$ cat config.mk
export PLATFORM = sky130hd
export DESIGN_NAME = ism_master
export DESIGN_NICKNAME = d
export VERILOG_FILES = /design/src/ism_pkg.sv /design/src/ism_master.sv /design/src/ism_tick_gen.sv /design/src/ism_shifter.sv
export SDC_FILE = /design/constraint.sdc
export NUM_CORES = 1
export LEC_CHECK = 0
export BUFFER_PORTS_ARGS = -buffer_cell sky130_fd_sc_hd__buf_2
export CAP_MARGIN = 40
export CORE_ASPECT_RATIO = 0.75
export CORE_UTILIZATION = 61
export DETAILED_ROUTE_END_ITERATION = 16
export GPL_TIMING_DRIVEN = 0
export PLACE_DENSITY_LB_ADDON = 0.1
export SYNTH_ARGS = -nofsm -noshare
export SYNTH_HDL_FRONTEND = slang
export SYNTH_SLANG_ARGS = --single-unit
$ cat constraint.sdc
create_clock -name clk_in -period 7.65 [get_ports clk_in]
set_input_delay 1.53 -clock clk_in [delete_from_list [all_inputs] [get_ports clk_in]]
set_output_delay 1.53 -clock clk_in [all_outputs]
set_load 0.005 [all_outputs]
$ cat src/ism_pkg.sv
/*
  Package for the single-master two-wire interface: bit positions, reset
  values, divider factors, states and the grouped port structs.
  Assumes nothing of its surroundings.
*/
package ism_pkg;

  localparam int unsigned CLK_HZ        = 25000000;
  localparam int unsigned DIV_W         = 7;
  localparam logic [7:0]  BYTE_RESET    = 8'h00;
  localparam logic [3:0]  BITS_PER_BYTE = 4'h8;
  localparam logic [3:0]  ACK_SLOT      = 4'h8;
  localparam logic [3:0]  BIT_ZERO      = 4'h0;
  localparam logic [1:0]  STD_FACTOR    = 2'h2;
  localparam logic [1:0]  FAST_FACTOR   = 2'h3;
  localparam logic [7:0]  DIV_OFFSET    = 8'h02;
  localparam logic [9:0]  CNT_ONE       = 10'h001;

  // Control word bit positions
  localparam int CR_PE    = 5;
  localparam int CR_START = 3;
  localparam int CR_ACK   = 2;
  localparam int CR_STOP  = 1;
  localparam int CR_ITE   = 0;
  // Status one bit positions
  localparam int S1_EVF   = 7;
  localparam int S1_TRA   = 5;
  localparam int S1_BTF   = 3;
  localparam int S1_MSL   = 1;
  localparam int S1_SB    = 0;
  // Status two bit positions
  localparam int S2_AF    = 4;

  typedef enum logic [3:0] {
    ISM_IDLE   = 4'h0,
    ISM_START  = 4'h1,
    ISM_HOLD   = 4'h2,
    ISM_BIT_LO = 4'h3,
    ISM_BIT_HI = 4'h4,
    ISM_STOP_A = 4'h5,
    ISM_STOP_B = 4'h6,
    ISM_STOP_C = 4'h7
  } ism_state_t;

  // Processor side access strobes, one-cycle pulses
  typedef struct packed {
    logic       cr_wr;
    logic       dr_wr;
    logic       dr_rd;
    logic       sr1_rd;
    logic       sr2_rd;
    logic       ccr_wr;
    logic [7:0] wdata;
  } ism_cpu_t;

  // Open-drain bus pins: output level and enable
  typedef struct packed {
    logic scl_o;
    logic scl_oe;
    logic sda_o;
    logic sda_oe;
  } ism_pins_t;

endpackage

$ cat src/ism_master.sv
/*
  Single-master two-wire bus interface: control, status, data and clock
  control words as plain ports, start/address/data/ack/stop sequencing.
  Assumes processor strobes are one-cycle pulses synchronous to clk_in
  and that bus pins are resolved externally from the open-drain enables.
*/
// Summary of operation
// - Idle after reset, master after start, idle after stop.
// - Bytes shift eight bits, MSB first, address first.
// - Ninth clock pulse carries the acknowledge bit.
// - Software picks standard or fast clock range.
// - Transmit holds clock low until data written.
// - Receive holds clock low until data read.
// - Start sets master flag, then event and start flags.
// - After start, wait status read then address write.
// - After address, wait status read then control write.
// - Receive: ack pulse, then event and byte flags.
// - Receive byte flag cleared by status then data read.
// - Transmit waits status read then next data write.
// - Transmit: slave ack sets event and byte flags.
// - Missing ack flags failure, clock not held.
// - Halt freezes registers and ignores the bus.
// - Wait state does not affect the interface.
// - Four events share one masked interrupt request.
// - Enabled pins are open drain, disabled return to port.
// - Programmable divider depends on speed mode.
// - Divider gives factor two or three times value plus two.
// - Enabling takes two control writes, first only enable and stop.
// - Disabled clears flags, state and control bits but stop, releases outputs.
`timescale 1ns/1ps
module ism_master
  import ism_pkg::*;
(
  // Clock and reset
  input  wire logic       clk_in,
  input  wire logic       rst_n_in,
  // Processor side
  input  ism_pkg::ism_cpu_t cpu_in,
  input  wire logic       halt_in,
  input  wire logic       wait_in,
  input  wire logic       cpu_imask_in,
  output logic [7:0]      control_reg_out,
  output logic [7:0]      status_one_reg_out,
  output logic [7:0]      status_two_reg_out,
  output logic [7:0]      data_register_out,
  output logic [7:0]      clock_ctrl_out,
  output logic            irq_out,
  output logic            port_select_out,
  // Bus pins
  input  wire logic       bus_clock_pin_in,
  input  wire logic       bus_data_pin_in,
  output ism_pkg::ism_pins_t pins_out
);
  import ism_pkg::*;

  //--------------------------------------------------------------
  // Registers
  //--------------------------------------------------------------
  logic       peripheral_on_q, start_q, ack_en_q, stop_q, irq_enable_q;
  logic       event_pending_q, tra_q, byte_done_flag_q, master_active_flag_q, start_sent_flag_q;
  logic       ack_failure_flag_q, addr_done_q, is_addr_q, rx_mode_q, sr1_seen_q;
  logic       fast_mode_select_q;
  logic [6:0] speed_divider_q;
  logic [7:0] data_register_q;
  logic       scl_low_q, sda_low_q;
  ism_state_t state_q;

  logic       run, tick, load, shift, msb;
  logic [7:0] sh_data;
  logic [3:0] bit_cnt;
  logic       set_sb, set_btf, set_af, set_adr;
  logic       clr_seq_wr, clr_seq_rd, clr_cr;

  // Halt freezes all registers, clears the tick count and releases the data pin; wait has no effect at all
  assign run = !halt_in && peripheral_on_q;

  ism_tick_gen #(.DW(DIV_W)) u_tick (
    .clk_in   (clk_in),
    .rst_n_in (rst_n_in),
    .run_in   (run && state_q != ISM_IDLE && state_q != ISM_HOLD),
    .fast_in  (fast_mode_select_q),
    .div_in   (speed_divider_q),
    .tick_out (tick)
  );

  ism_shifter u_shift (
    .clk_in       (clk_in),
    .rst_n_in     (rst_n_in),
    .load_in      (load),
    .load_data_in (cpu_in.dr_wr ? cpu_in.wdata : BYTE_RESET),
    .shift_in     (shift),
    .sample_in    (bus_data_pin_in),
    .msb_out      (msb),
    .data_out     (sh_data),
    .count_out    (bit_cnt)
  );

  // Clear sequences: status one read arms, next access completes
  assign clr_seq_wr = sr1_seen_q && cpu_in.dr_wr && !halt_in;
  assign clr_seq_rd = sr1_seen_q && cpu_in.dr_rd && !halt_in;
  assign clr_cr     = sr1_seen_q && cpu_in.cr_wr && !halt_in;

  // Byte launch when a hold is released; transmit waits for its data write
  // Written byte goes straight to the shifter, on the same edge as the register copy
  assign load  = run && state_q == ISM_HOLD &&
                 ((start_sent_flag_q && clr_seq_wr) ||
                  (addr_done_q && rx_mode_q && clr_cr && cpu_in.wdata[CR_PE]) ||
                  (!rx_mode_q && !is_addr_q && !start_sent_flag_q && !addr_done_q &&
                   clr_seq_wr) ||
                  (byte_done_flag_q && rx_mode_q && clr_seq_rd && !stop_q));
  assign shift = run && tick && state_q == ISM_BIT_HI && bit_cnt < BITS_PER_BYTE;

  assign set_sb  = run && tick && state_q == ISM_START && !scl_low_q;
  assign set_af  = run && tick && state_q == ISM_BIT_HI && bit_cnt == ACK_SLOT &&
                   !rx_mode_q && bus_data_pin_in;
  assign set_adr = run && tick && state_q == ISM_BIT_HI && bit_cnt == ACK_SLOT &&
                   is_addr_q && !bus_data_pin_in;
  assign set_btf = run && tick && state_q == ISM_BIT_HI && bit_cnt == ACK_SLOT &&
                   !is_addr_q && (rx_mode_q || !bus_data_pin_in);

  //--------------------------------------------------------------
  // Control word
  //--------------------------------------------------------------
  always_ff @(posedge clk_in) begin
    if (!rst_n_in) begin
      peripheral_on_q <= 1'b0;
      start_q         <= 1'b0;
      ack_en_q        <= 1'b0;
      stop_q          <= 1'b0;
      irq_enable_q    <= 1'b0;
    end else if (!halt_in) begin
      if (cpu_in.cr_wr) begin
        peripheral_on_q <= cpu_in.wdata[CR_PE];
        stop_q          <= cpu_in.wdata[CR_STOP];
      end else if (peripheral_on_q && state_q == ISM_STOP_C && tick) begin
        stop_q <= 1'b0;
      end
      // First enabling write only turns the block on and loads stop
      if (cpu_in.cr_wr && peripheral_on_q && cpu_in.wdata[CR_PE]) begin
        start_q      <= cpu_in.wdata[CR_START];
        ack_en_q     <= cpu_in.wdata[CR_ACK];
        irq_enable_q <= cpu_in.wdata[CR_ITE];
      end else if (!peripheral_on_q || cpu_in.cr_wr) begin
        // Disabling write clears at once, not a cycle later
        start_q      <= 1'b0;
        ack_en_q     <= 1'b0;
        irq_enable_q <= 1'b0;
      end else if (set_sb) begin
        start_q <= 1'b0;
      end
    end
  end

  // Clock control survives disable
  always_ff @(posedge clk_in) begin
    if (!rst_n_in) begin
      fast_mode_select_q <= 1'b0;
      speed_divider_q    <= 7'h00;
    end else if (!halt_in && cpu_in.ccr_wr) begin
      fast_mode_select_q <= cpu_in.wdata[DIV_W];
      speed_divider_q    <= cpu_in.wdata[DIV_W-1:0];
    end
  end

  //--------------------------------------------------------------
  // Status flags: a set in the same cycle beats a clear
  //--------------------------------------------------------------
  always_ff @(posedge clk_in) begin
    if (!rst_n_in || (!peripheral_on_q && !halt_in)) begin
      start_sent_flag_q  <= 1'b0;
      byte_done_flag_q   <= 1'b0;
      ack_failure_flag_q <= 1'b0;
      addr_done_q        <= 1'b0;
      tra_q              <= 1'b0;
      sr1_seen_q         <= 1'b0;
    end else if (!halt_in) begin
      if (set_sb) begin
        start_sent_flag_q <= 1'b1;
      end else if (clr_seq_wr) begin
        start_sent_flag_q <= 1'b0;
      end
      if (set_btf) begin
        byte_done_flag_q <= 1'b1;
        tra_q            <= !rx_mode_q;
      end else if (clr_seq_wr || clr_seq_rd) begin
        byte_done_flag_q <= 1'b0;
        tra_q            <= 1'b0;
      end
      if (set_af) begin
        ack_failure_flag_q <= 1'b1;
      end else if (cpu_in.sr2_rd) begin
        ack_failure_flag_q <= 1'b0;
      end
      if (set_adr) begin
        addr_done_q <= 1'b1;
      end else if (clr_cr) begin
        addr_done_q <= 1'b0;
      end
      if (cpu_in.sr1_rd) begin
        sr1_seen_q <= 1'b1;
      end else if (cpu_in.dr_wr || cpu_in.dr_rd || cpu_in.cr_wr) begin
        sr1_seen_q <= 1'b0;
      end
    end
  end

  always_comb begin
    event_pending_q = start_sent_flag_q || byte_done_flag_q || ack_failure_flag_q || addr_done_q;
  end

  //--------------------------------------------------------------
  // Data register and receive direction
  //--------------------------------------------------------------
  always_ff @(posedge clk_in) begin
    if (!rst_n_in) begin
      data_register_q <= BYTE_RESET;
      rx_mode_q       <= 1'b0;
      is_addr_q       <= 1'b0;
    end else if (!halt_in) begin
      if (cpu_in.dr_wr) begin
        data_register_q <= cpu_in.wdata;
      end else if (set_btf && rx_mode_q) begin
        data_register_q <= sh_data;
      end
      if (start_sent_flag_q && clr_seq_wr) begin
        is_addr_q <= 1'b1;
        rx_mode_q <= 1'b0;
      end else if (set_adr) begin
        is_addr_q <= 1'b0;
        rx_mode_q <= data_register_q[0];
      end
    end
  end

  //--------------------------------------------------------------
  // Bus sequencer
  //--------------------------------------------------------------
  always_ff @(posedge clk_in) begin
    if (!rst_n_in || (!peripheral_on_q && !halt_in)) begin
      state_q              <= ISM_IDLE;
      master_active_flag_q <= 1'b0;
      scl_low_q            <= 1'b0;
      sda_low_q            <= 1'b0;
    end else if (run) begin
      unique case (state_q)
        ISM_IDLE: begin
          if (start_q) begin
            master_active_flag_q <= 1'b1;
            state_q              <= ISM_START;
          end else if (stop_q && master_active_flag_q) begin
            state_q <= ISM_STOP_A;
          end
        end
        ISM_START: begin
          if (tick) begin
            if (scl_low_q) begin
              scl_low_q <= 1'b0;
              sda_low_q <= 1'b0;
            end else begin
              sda_low_q <= 1'b1;
              state_q   <= ISM_HOLD;
            end
          end
        end
        ISM_HOLD: begin
          // Clock stays low while software owes an access
          scl_low_q <= 1'b1;
          if (load) begin
            state_q <= ISM_BIT_LO;
          end else if (start_q && !start_sent_flag_q) begin
            state_q <= ISM_START;
          end else if (stop_q && !event_pending_q) begin
            state_q <= ISM_STOP_A;
          end
        end
        ISM_BIT_LO: begin
          if (tick) begin
            scl_low_q <= 1'b0;
            if (bit_cnt == ACK_SLOT) begin
              sda_low_q <= rx_mode_q && ack_en_q;
            end else begin
              sda_low_q <= !rx_mode_q && !msb;
            end
            state_q <= ISM_BIT_HI;
          end
        end
        ISM_BIT_HI: begin
          if (tick) begin
            scl_low_q <= 1'b1;
            if (bit_cnt == ACK_SLOT) begin
              sda_low_q <= 1'b0;
              if (set_af) begin
                state_q <= ISM_HOLD;
              end else if (stop_q) begin
                state_q <= ISM_STOP_A;
              end else begin
                state_q <= ISM_HOLD;
              end
            end else begin
              state_q <= ISM_BIT_LO;
            end
          end
        end
        ISM_STOP_A: begin
          if (tick) begin
            scl_low_q <= 1'b1;
            sda_low_q <= 1'b1;
            state_q   <= ISM_STOP_B;
          end
        end
        ISM_STOP_B: begin
          if (tick) begin
            scl_low_q <= 1'b0;
            state_q   <= ISM_STOP_C;
          end
        end
        ISM_STOP_C: begin
          if (tick) begin
            sda_low_q            <= 1'b0;
            master_active_flag_q <= 1'b0;
            state_q              <= ISM_IDLE;
          end
        end
        default: begin
          state_q <= ISM_IDLE;
        end
      endcase
    end
  end

  //--------------------------------------------------------------
  // Outputs
  //--------------------------------------------------------------
  // Failure leaves the clock released; hold only for other owed events
  assign pins_out.scl_o  = 1'b0;
  assign pins_out.sda_o  = 1'b0;
  assign pins_out.scl_oe = peripheral_on_q && scl_low_q &&
                           !(state_q == ISM_HOLD && ack_failure_flag_q && !byte_done_flag_q);
  assign pins_out.sda_oe = peripheral_on_q && sda_low_q && !halt_in;
  assign port_select_out = peripheral_on_q;

  assign irq_out = irq_enable_q && !cpu_imask_in &&
                   (start_sent_flag_q || byte_done_flag_q || ack_failure_flag_q || addr_done_q);

  assign control_reg_out    = {2'b00, peripheral_on_q, 1'b0, start_q, ack_en_q, stop_q, irq_enable_q};
  assign status_one_reg_out = {event_pending_q, 1'b0, tra_q, 1'b0, byte_done_flag_q, 1'b0,
                               master_active_flag_q, start_sent_flag_q};
  assign status_two_reg_out = {3'b000, ack_failure_flag_q, 4'h0};
  assign data_register_out  = data_register_q;
  assign clock_ctrl_out     = {fast_mode_select_q, speed_divider_q};

  //--------------------------------------------------------------
  // Checks
  //--------------------------------------------------------------
  idle_reset_a: assert property (@(posedge clk_in) !rst_n_in |=> state_q == ISM_IDLE && !master_active_flag_q)
    else $error("not idle after reset");
  irq_gate_a: assert property (@(posedge clk_in) disable iff (!rst_n_in)
    irq_out |-> irq_enable_q && !cpu_imask_in && event_pending_q) else $error("irq without cause");
  sb_sets_a: assert property (@(posedge clk_in) disable iff (!rst_n_in)
    set_sb |=> start_sent_flag_q && event_pending_q && master_active_flag_q) else $error("start flags missing");
  hold_low_a: assert property (@(posedge clk_in) disable iff (!rst_n_in)
    state_q == ISM_HOLD && byte_done_flag_q && $past(state_q) == ISM_HOLD |-> pins_out.scl_oe)
    else $error("clock released while byte pending");
  af_free_a: assert property (@(posedge clk_in) disable iff (!rst_n_in)
    state_q == ISM_HOLD && ack_failure_flag_q && !byte_done_flag_q |-> !pins_out.scl_oe)
    else $error("clock held on ack failure");
  off_clear_a: assert property (@(posedge clk_in) disable iff (!rst_n_in)
    !peripheral_on_q && !halt_in |=> !start_q && !event_pending_q && !pins_out.scl_oe) else $error("disable left state");
  halt_frozen_a: assert property (@(posedge clk_in) disable iff (!rst_n_in)
    halt_in && $past(halt_in) |-> $stable(data_register_q) && $stable(state_q)) else $error("halt not frozen");
  first_pe_a: assert property (@(posedge clk_in) disable iff (!rst_n_in)
    cpu_in.cr_wr && !halt_in && !peripheral_on_q |=> !start_q && !irq_enable_q) else $error("first write took bits");
  rx_store_a: assert property (@(posedge clk_in) disable iff (!rst_n_in)
    set_btf && rx_mode_q && !cpu_in.dr_wr |=> data_register_q == $past(sh_data)) else $error("rx byte lost");

  cov_start_c: cover property (@(posedge clk_in) disable iff (!rst_n_in) set_sb);
  cov_btf_c:   cover property (@(posedge clk_in) disable iff (!rst_n_in) set_btf && rx_mode_q);
  cov_af_c:    cover property (@(posedge clk_in) disable iff (!rst_n_in) set_af);
  cov_stop_c:  cover property (@(posedge clk_in) disable iff (!rst_n_in) state_q == ISM_STOP_C && tick);

endmodule

$ cat src/ism_tick_gen.sv
/*
  Half-period tick generator for the bus clock.
  Assumes the divider value and mode are stable during a byte.
*/
`timescale 1ns/1ps
module ism_tick_gen
  import ism_pkg::*;
#(
  parameter int DW = DIV_W
) (
  // Clock and reset
  input  wire logic          clk_in,
  input  wire logic          rst_n_in,
  // Control
  input  wire logic          run_in,
  input  wire logic          fast_in,
  input  wire logic [DW-1:0] div_in,
  // Tick out
  output logic               tick_out
);
  import ism_pkg::*;

  logic [9:0] cnt_q;
  logic [9:0] span;

  // Period = factor*(div+2) cycles, rounded down to an even count; a half period of it between edges
  always_comb begin
    span = (fast_in ? 10'(FAST_FACTOR) : 10'(STD_FACTOR)) * (10'(div_in) + 10'(DIV_OFFSET));
    span = span >> 1;
    if (span == 10'h000) begin
      span = CNT_ONE;
    end
  end

  always_ff @(posedge clk_in) begin
    if (!rst_n_in || !run_in) begin
      cnt_q <= 10'h000;
    end else if (cnt_q + CNT_ONE >= span) begin
      cnt_q <= 10'h000;
    end else begin
      cnt_q <= cnt_q + CNT_ONE;
    end
  end

  assign tick_out = run_in && (cnt_q + CNT_ONE >= span);

  cov_tick_c: cover property (@(posedge clk_in) disable iff (!rst_n_in) tick_out);

endmodule

$ cat src/ism_shifter.sv
/*
  Byte shifter: MSB-first shift register with a bit counter.
  Assumes the controller loads, shifts and samples on its own strobes.
*/
`timescale 1ns/1ps
module ism_shifter
  import ism_pkg::*;
(
  // Clock and reset
  input  wire logic       clk_in,
  input  wire logic       rst_n_in,
  // Control
  input  wire logic       load_in,
  input  wire logic [7:0] load_data_in,
  input  wire logic       shift_in,
  input  wire logic       sample_in,
  // State
  output logic            msb_out,
  output logic [7:0]      data_out,
  output logic [3:0]      count_out
);
  import ism_pkg::*;

  logic [7:0] sh_q;
  logic [3:0] cnt_q;

  always_ff @(posedge clk_in) begin
    if (!rst_n_in) begin
      sh_q  <= BYTE_RESET;
      cnt_q <= BIT_ZERO;
    end else if (load_in) begin
      sh_q  <= load_data_in;
      cnt_q <= BIT_ZERO;
    end else if (shift_in) begin
      sh_q  <= {sh_q[6:0], sample_in};
      cnt_q <= cnt_q + 4'h1;
    end
  end

  assign msb_out   = sh_q[7];
  assign data_out  = sh_q;
  assign count_out = cnt_q;

  bit_count_a: assert property (@(posedge clk_in) disable iff (!rst_n_in)
    shift_in && !load_in |=> count_out == $past(count_out) + 4'h1) else $error("bit count did not step");

endmodule

# Word-level counts from Yosys, hierarchy flattened
# Cells that the tools add are included.
# totals
elab_cells,231
reg_bits,58
# classes
reduce_logical,120
addsub,3
mux,58
bitwise,2
order_cmp,2
mul,1
eq_ne,22
# ops
cell,count
logical AND 1 bit,55
2-to-1 mux 4 bit,13
2-to-1 mux 8 bit,5
2-to-1 mux 1 bit,33
one-hot mux 4 bit (8 select lines),1
AND reduction 2 bit,11
nonzero test 2 bit,11
"equality test 4 x 3 -> 1 bit, second input constant",4
zero test 1 bit,16
"!= test 2 bit, second input constant",8
logical OR 1 bit,13
"adder 10 x 1 -> 10 bit, second input constant",1
greater-or-equal comparator 10 bit,1
zero test 10 bit,1
multiplier 10 x 10 -> 10 bit,1
AND reduction 10 bit,1
2-to-1 mux 9 bit,1
"adder 7 x 2 -> 8 bit, second input constant",1
"equality test 4 x 2 -> 1 bit, second input constant",2
"!= test 4 x 2 -> 1 bit, second input constant",2
AND reduction 4 bit,2
AND reduction 8 bit,1
2-to-1 mux 3 bit,2
"!= test 2 x 1 -> 1 bit, second input constant",3
15 further kinds,19

# Logic depth before layout (Yosys ltp)
# logic_depth
ltp_word,15
mapped_depth,21

# Cells and area by module
# From an unflattened synthesis, not the netlist that was laid out.
# unflattened
cells_unflattened,443
hier_area_um2,3824.9
# modules_own_cells
mod,seq_area_each_um2,n_inst,area_each_um2,cells_per_inst
ism_master,700.7,1,2093.3,257
ism_tick_gen,200.2,1,1124.8,133
ism_shifter,240.2,1,606.8,53

# Worst setup path after synthesis
# Ideal clock, no wire load.
# synth_timing
path_type,flip-flop to flip-flop
startpoint,register speed_divider_q[1]
endpoint,"register u_shift.sh_q[1], in the netlist u_shift.data_out[1]"
path_stages_with_launch,22
n_path_buf,2
setup_time_ps,130
period_less_slack_ps,4110
setup_slack_ps,3540
t_required_ps,7520
t_arrival_ps,3981
cell_sequence,dfxtp_1 -> ha_1 -> xor2_1 -> and2_1 -> ha_1 -> nand2_1 -> nor3_1 -> a311o_1 -> a31o_2 -> a31oi_2 -> xor2_1 -> a41o_1 -> ha_1 -> nand2b_1 -> a21oi_1 -> o21a_1 -> o211ai_2 -> buf_6 -> nand4b_4 -> buf_4 -> mux2i_1 -> o21ai_0
# synth_between
elab_chain_cells,10
# synth_lines
item,line,rtl
start: declaration,ism_master.sv:63,logic [6:0] speed_divider_q;
start signal: assignment,ism_master.sv:161,speed_divider_q <= cpu_in.wdata[DIV_W-1:0];
adder 7 x 2 -> 8 bit (*),ism_tick_gen.sv:28,span = (fast_in ? 10'(FAST_FACTOR) : 10'(STD_FACTOR)) * (10'(div_in) + 10'(DIV_OFFSET));
multiplier 10 x 10 -> 10 bit (*),ism_tick_gen.sv:28,
zero test 10 bit,ism_tick_gen.sv:30,if (span == 10'h000) begin
2-to-1 mux 9 bit (*),ism_tick_gen.sv:30,
greater-or-equal comparator 10 bit (*),ism_tick_gen.sv:45,assign tick_out = run_in && (cnt_q + CNT_ONE >= span);
logical AND 1 bit (*),ism_tick_gen.sv:45,
logical AND 1 bit (*) (3 in series),ism_master.sv:111,assign shift = run && tick && state_q == ISM_BIT_HI && bit_cnt < BITS_PER_BYTE;
nonzero test 2 bit (no source line) (*),n/a,
end signal: assignment,ism_shifter.sv:32,sh_q <= load_data_in;
end signal: assignment,ism_shifter.sv:35,"sh_q <= {sh_q[6:0], sample_in};"
end: declaration,ism_shifter.sv:24,logic [7:0] sh_q;
# Mark *: on every way between the ends. The rest lies on a longest branch, timed or not.
# A chain may end at the register's enable or synchronous reset.

# Final worst setup path
# layout_timing
startpoint,register speed_divider_q[1]
endpoint,register u_tick.cnt_q[7]
# layout_between
elab_chain_cells,6
# layout_lines
item,line,rtl
adder 7 x 2 -> 8 bit (*),ism_tick_gen.sv:28,
multiplier 10 x 10 -> 10 bit (*),ism_tick_gen.sv:28,
zero test 10 bit,ism_tick_gen.sv:30,
2-to-1 mux 9 bit (*),ism_tick_gen.sv:30,
greater-or-equal comparator 10 bit (*),ism_tick_gen.sv:38,end else if (cnt_q + CNT_ONE >= span) begin
OR reduction 2 bit (no source line) (*),n/a,
end signal: assignment,ism_tick_gen.sv:41,cnt_q <= cnt_q + CNT_ONE;
end: declaration,ism_tick_gen.sv:23,logic [9:0] cnt_q;
# Marks and branches as above.

==> out/qor.tcl <==
set qor(outcome) {completed}
set qor(routed_via_density) 5.60
set qor(floorplan.die.height_um) 69.7
set qor(globalRouteOverflowTotal) 0
set qor(dominantRegCellSynth) {dfxtp_1}
set qor(average_size_of_a_mapped_cell_sq_um) 8.42
set qor(worst-setup-path-type) {register to register}
set qor(timing.final.crit_period_ns) 4.59
set qor(cp.buffers_inverters) 2
set qor(arrival_ns) 4.86
set qor(cts_buffers) 9
set qor(synth-seq-area-share_pct) 30.7
set qor(required_ns) 7.92
set qor(area.sequential_sq_um) 1140
set qor(initialDrtViolationCount) 197
set qor(ys_ff_latch) 57
set qor(final.setup.tns_ns) 0
set qor(num_vias) 3357
set qor(die_area_sq_um) 6420
set qor(grt_max_degree) 12
set qor(clk_pin_slew_ns) 0.06
set qor(io-pin-count) 67
set qor(fmaxAchievable_mhz) 218
set qor(startpoint_type) {register}
set qor(multi_input_area_sq_um) 2270
set qor(ir_worst_vdd_uv) 116
set qor(unrepaired_setup_endpoints_after_global_routing) {no}
set qor(pre_antenna_drt_iters) 5
set qor(postCtsHoldBufs) 0
set qor(routed_wire_length_per_instance_um) 15.0
set qor(die-width_um) 92.2
set qor(critical_path.most_common_cell) {ha_1}
set qor(grt_first_pass_wirelength_um) 14800
set qor(critical_path.slowest_cell) {dfxtp_1}
set qor(first_global_vias) 3070
set qor(worst_stage_delay_on_the_critical_path_ns) 0.52
set qor(p_per_area_nw_per_um2) 152
set qor(fill_cells) 500
set qor(row_count) 24
set qor(detailed_place_hpwl_um) 6950
set qor(finalWeightedCongestion) 0.965
set qor(clk_root_buffer_cell) {clkbuf_8}
set qor(synth_enable_flop_cells) 0
set qor(tritoncts) {done}
set qor(synth-async-reset-ratio_pct) 0
set qor(power.total_uw) 658
set qor(htreeDepth) 3
set qor(worst-path-max-fanout) 11
set qor(final_cell_count_no_fill) 599
set qor(setup-violations-final) 0
set qor(report.final.hold_viol_count) 0
set qor(place.detailed.instances) 584
set qor(antenna-diode-count) 0
set qor(initial_utilization_pct) 63.6
set qor(postCtsSetupRepairBufs) 0
set qor(synth_cells) 442
set qor(largest_buffer_count_on_any_clock_path) 2
set qor(clkSinkCount) 57
set qor(final.period_utilization_pct) 60.0
set qor(max_slew.worst_pin.slew_ns) 0.765
set qor(drt_antenna_net_count) 0
set qor(leakagePower_nw) 2.08
set qor(grt_util_all_layers_pct) 29.8
set qor(mappedNetlistArea_sq_um) 3720
set qor(ys.warnings.count) 0
set qor(synth_cell_type_count) 64
set qor(layout-drive-gt1-share_pct) 20.0
set qor(port_buffers) 49
set qor(layout-area-overhead-vs-synth_pct) 16.0
set qor(core_area_sq_um) 5860
set qor(slew_viol_final) 0
set qor(insertion_delay_ns) 0.34
set qor(cpLargestDelayFamily) {compound AO/OA/AOI/OAI gates}
set qor(drt_drc_violations_left) 0
set qor(finish.net_count) 560
set qor(postCtsResizedCells) 0
set qor(worst_clock_skew_ns) 0.0124
set qor(drt-total-wl_um) 8990
set qor(path_cells) {ha_1, xor2_1, and2_1, ha_1, nand2_1, nor3_1, a311o_1, a31o_2, a31oi_2, xor2_1, a41o_1, ha_1, nand2b_1, a21oi_1, o21a_1, o211ai_2, buf_6, or2_2, clkbuf_1, nor2b_1}
set qor(end_kind) {register}
set qor(max_slew_margin_pct) 48.3
set qor(antenna_found_initial) 0
set qor(class_of_the_tightest_hold_or_removal_check) {register to register}
set qor(maxCapViolCount) 0
## synthesized netlist by cell type, types with 2 or more instances
| cell | number | area share, % |
|---|---|---|
| a211o_1 | 2 | 0.47 |
| a21boi_0 | 2 | 0.40 |
| a21o_1 | 6 | 1.2 |
| a21oi_1 | 16 | 2.2 |
| a22oi_1 | 3 | 0.60 |
| a311oi_1 | 2 | 0.47 |
| a31o_2 | 2 | 0.47 |
| a31oi_1 | 2 | 0.34 |
| and2_1 | 10 | 1.7 |
| and3_1 | 10 | 1.7 |
| and3b_1 | 2 | 0.47 |
| buf_1 | 2 | 0.20 |
| buf_2 | 2 | 0.27 |
| buf_4 | 28 | 5.6 |
| clkbuf_1 | 13 | 1.3 |
| dfxtp_1 | 57 | 31 |
| ha_1 | 22 | 7.4 |
| inv_1 | 22 | 2.2 |
| mux2i_1 | 30 | 8.1 |
| nand2_1 | 38 | 3.8 |
| nand2b_1 | 6 | 1.0 |
| nand3_1 | 20 | 2.7 |
| nand4_1 | 6 | 1.0 |
| nor2_1 | 21 | 2.1 |
| nor2b_1 | 24 | 4.0 |
| nor3_1 | 6 | 0.81 |
| nor3b_1 | 2 | 0.40 |
| nor4_1 | 2 | 0.34 |
| o21a_1 | 4 | 0.81 |
| o21ai_0 | 20 | 2.7 |
| o221ai_1 | 9 | 2.1 |
| o31ai_1 | 2 | 0.40 |
| xnor2_1 | 12 | 2.8 |
| xor2_1 | 7 | 1.6 |
## cells by family (layout without fill, tap and decap cells)
family / after synthesis / count (layout) / share of synthesized area (%)
simple gates: 160 / 160 / 23.6
other cells: 1 / 16 / 0.101
flops: 57 / 57 / 30.7
fa+ha+maj: 22 / 22 / 7.39
compound gates: 85 / 85 / 15.8
mux: 30 / 30 / 8.07
buf+inv: 68 / 132 / 9.95
xor+xnor: 19 / 19 / 4.47
## worst paths after layout
| check | from | slack, ns | depth (start not counted) | endpoint |
|---|---|---|---|---|
| max reg2reg | speed_divider_q[1]$_SDFFE_PN0P_ | 3.06 | 20 | u_tick.cnt_q[7]$_SDFF_PP0_ |
| max | speed_divider_q[1]$_SDFFE_PN0P_ | 3.06 | 20 | u_tick.cnt_q[7]$_SDFF_PP0_ |
| min reg2reg | sda_low_q$_SDFFE_PP0P_ | 0.47 | 2 | sda_low_q$_SDFFE_PP0P_ |
| min | sda_low_q$_SDFFE_PP0P_ | 0.47 | 2 | sda_low_q$_SDFFE_PP0P_ |
## power breakdown
group	leakage, nW	switching (mW)	total [mW]	internal (mW)
registers	0.462	0.00613	0.308	0.302
clock network	0.102	0.114	0.279	0.165
logic	1.52	0.0385	0.0707	0.0322
## metal layers
layer | vias up | wire length [um] | global-route usage [%]
met1 | 1532 | 4230 | 41.7
met2 | 151 | 3800 | 44.2
met4 | 0 | 70 | 7.47
li1 | 1666 | - | -
met5 | - | 0 | 0
met3 | 8 | 882 | 9.98
## sequential cells by signal (all words and copies together) (netlist names), 3 cells and up
register	count
data_register_out	8
u_shift.data_out	8
state_q	3
speed_divider_q	7
u_shift.count_out	4
u_tick.cnt_q	10
## per-stage QoR
step | utilization [%] | instance area [sq um] | hold WS [ns] | setup slack (ns)
after CTS | 73.7 | 4320 | 0.474 | 3.06
after detailed placement | 70.4 | 4120 | 0.460 | 3.09
final | 73.7 | 4320 | 0.466 | 3.06
after floorplan | - | 3780 | 0.435 | 3.54
after global routing | 73.7 | 4320 | 0.503 | 2.76
after global placement | 70.4 | 4120 | 0.453 | 3.16
## final cells by class
| class | count | area share [%] |
|---|---|---|
| clock inverter | 3 | 0.928 |
| buffer | 46 | 6.67 |
| timing repair buffer | 49 | 5.68 |
| clock buffer | 12 | 3.59 |
| inverter | 22 | 1.91 |
| tap | 78 | 2.26 |
| multi-input combinational | 332 | 52.5 |
| sequential | 57 | 26.4 |
## cell usage in the layout, fill, tap and decap left out, types with 3 or more instances in the layout
cell type	count
clkbuf_8	11
o21ai_0	20
conb_1	16
dfxtp_1	57
and2_1	10
nand4_1	6
clkbuf_1	14
nor2_1	21
nand2b_1	6
nor3_1	6
buf_2	51
mux2i_1	30
buf_4	28
xor2_1	7
a22oi_1	3
nand3_1	20
a21oi_1	16
ha_1	22
nor2b_1	24
a21o_1	6
xnor2_1	12
inv_1	22
o221ai_1	9
o21a_1	4
nand2_1	38
and3_1	10
## worst register-to-register path, stage by stage, from the launching register on
cell      delay (ns)
dfxtp_1         0.52
ha_1            0.30
xor2_1          0.25
and2_1          0.16
ha_1            0.28
nand2_1         0.09
nor3_1          0.04
a311o_1         0.36
a31o_2          0.28
a31oi_2         0.19
xor2_1          0.21
a41o_1          0.19
ha_1            0.22
nand2b_1        0.14
a21oi_1         0.14
o21a_1          0.16
o211ai_2        0.11
buf_6           0.17
or2_2           0.31
clkbuf_1        0.21
nor2b_1         0.18
Note: power is estimated with default switching activity, not from simulation.
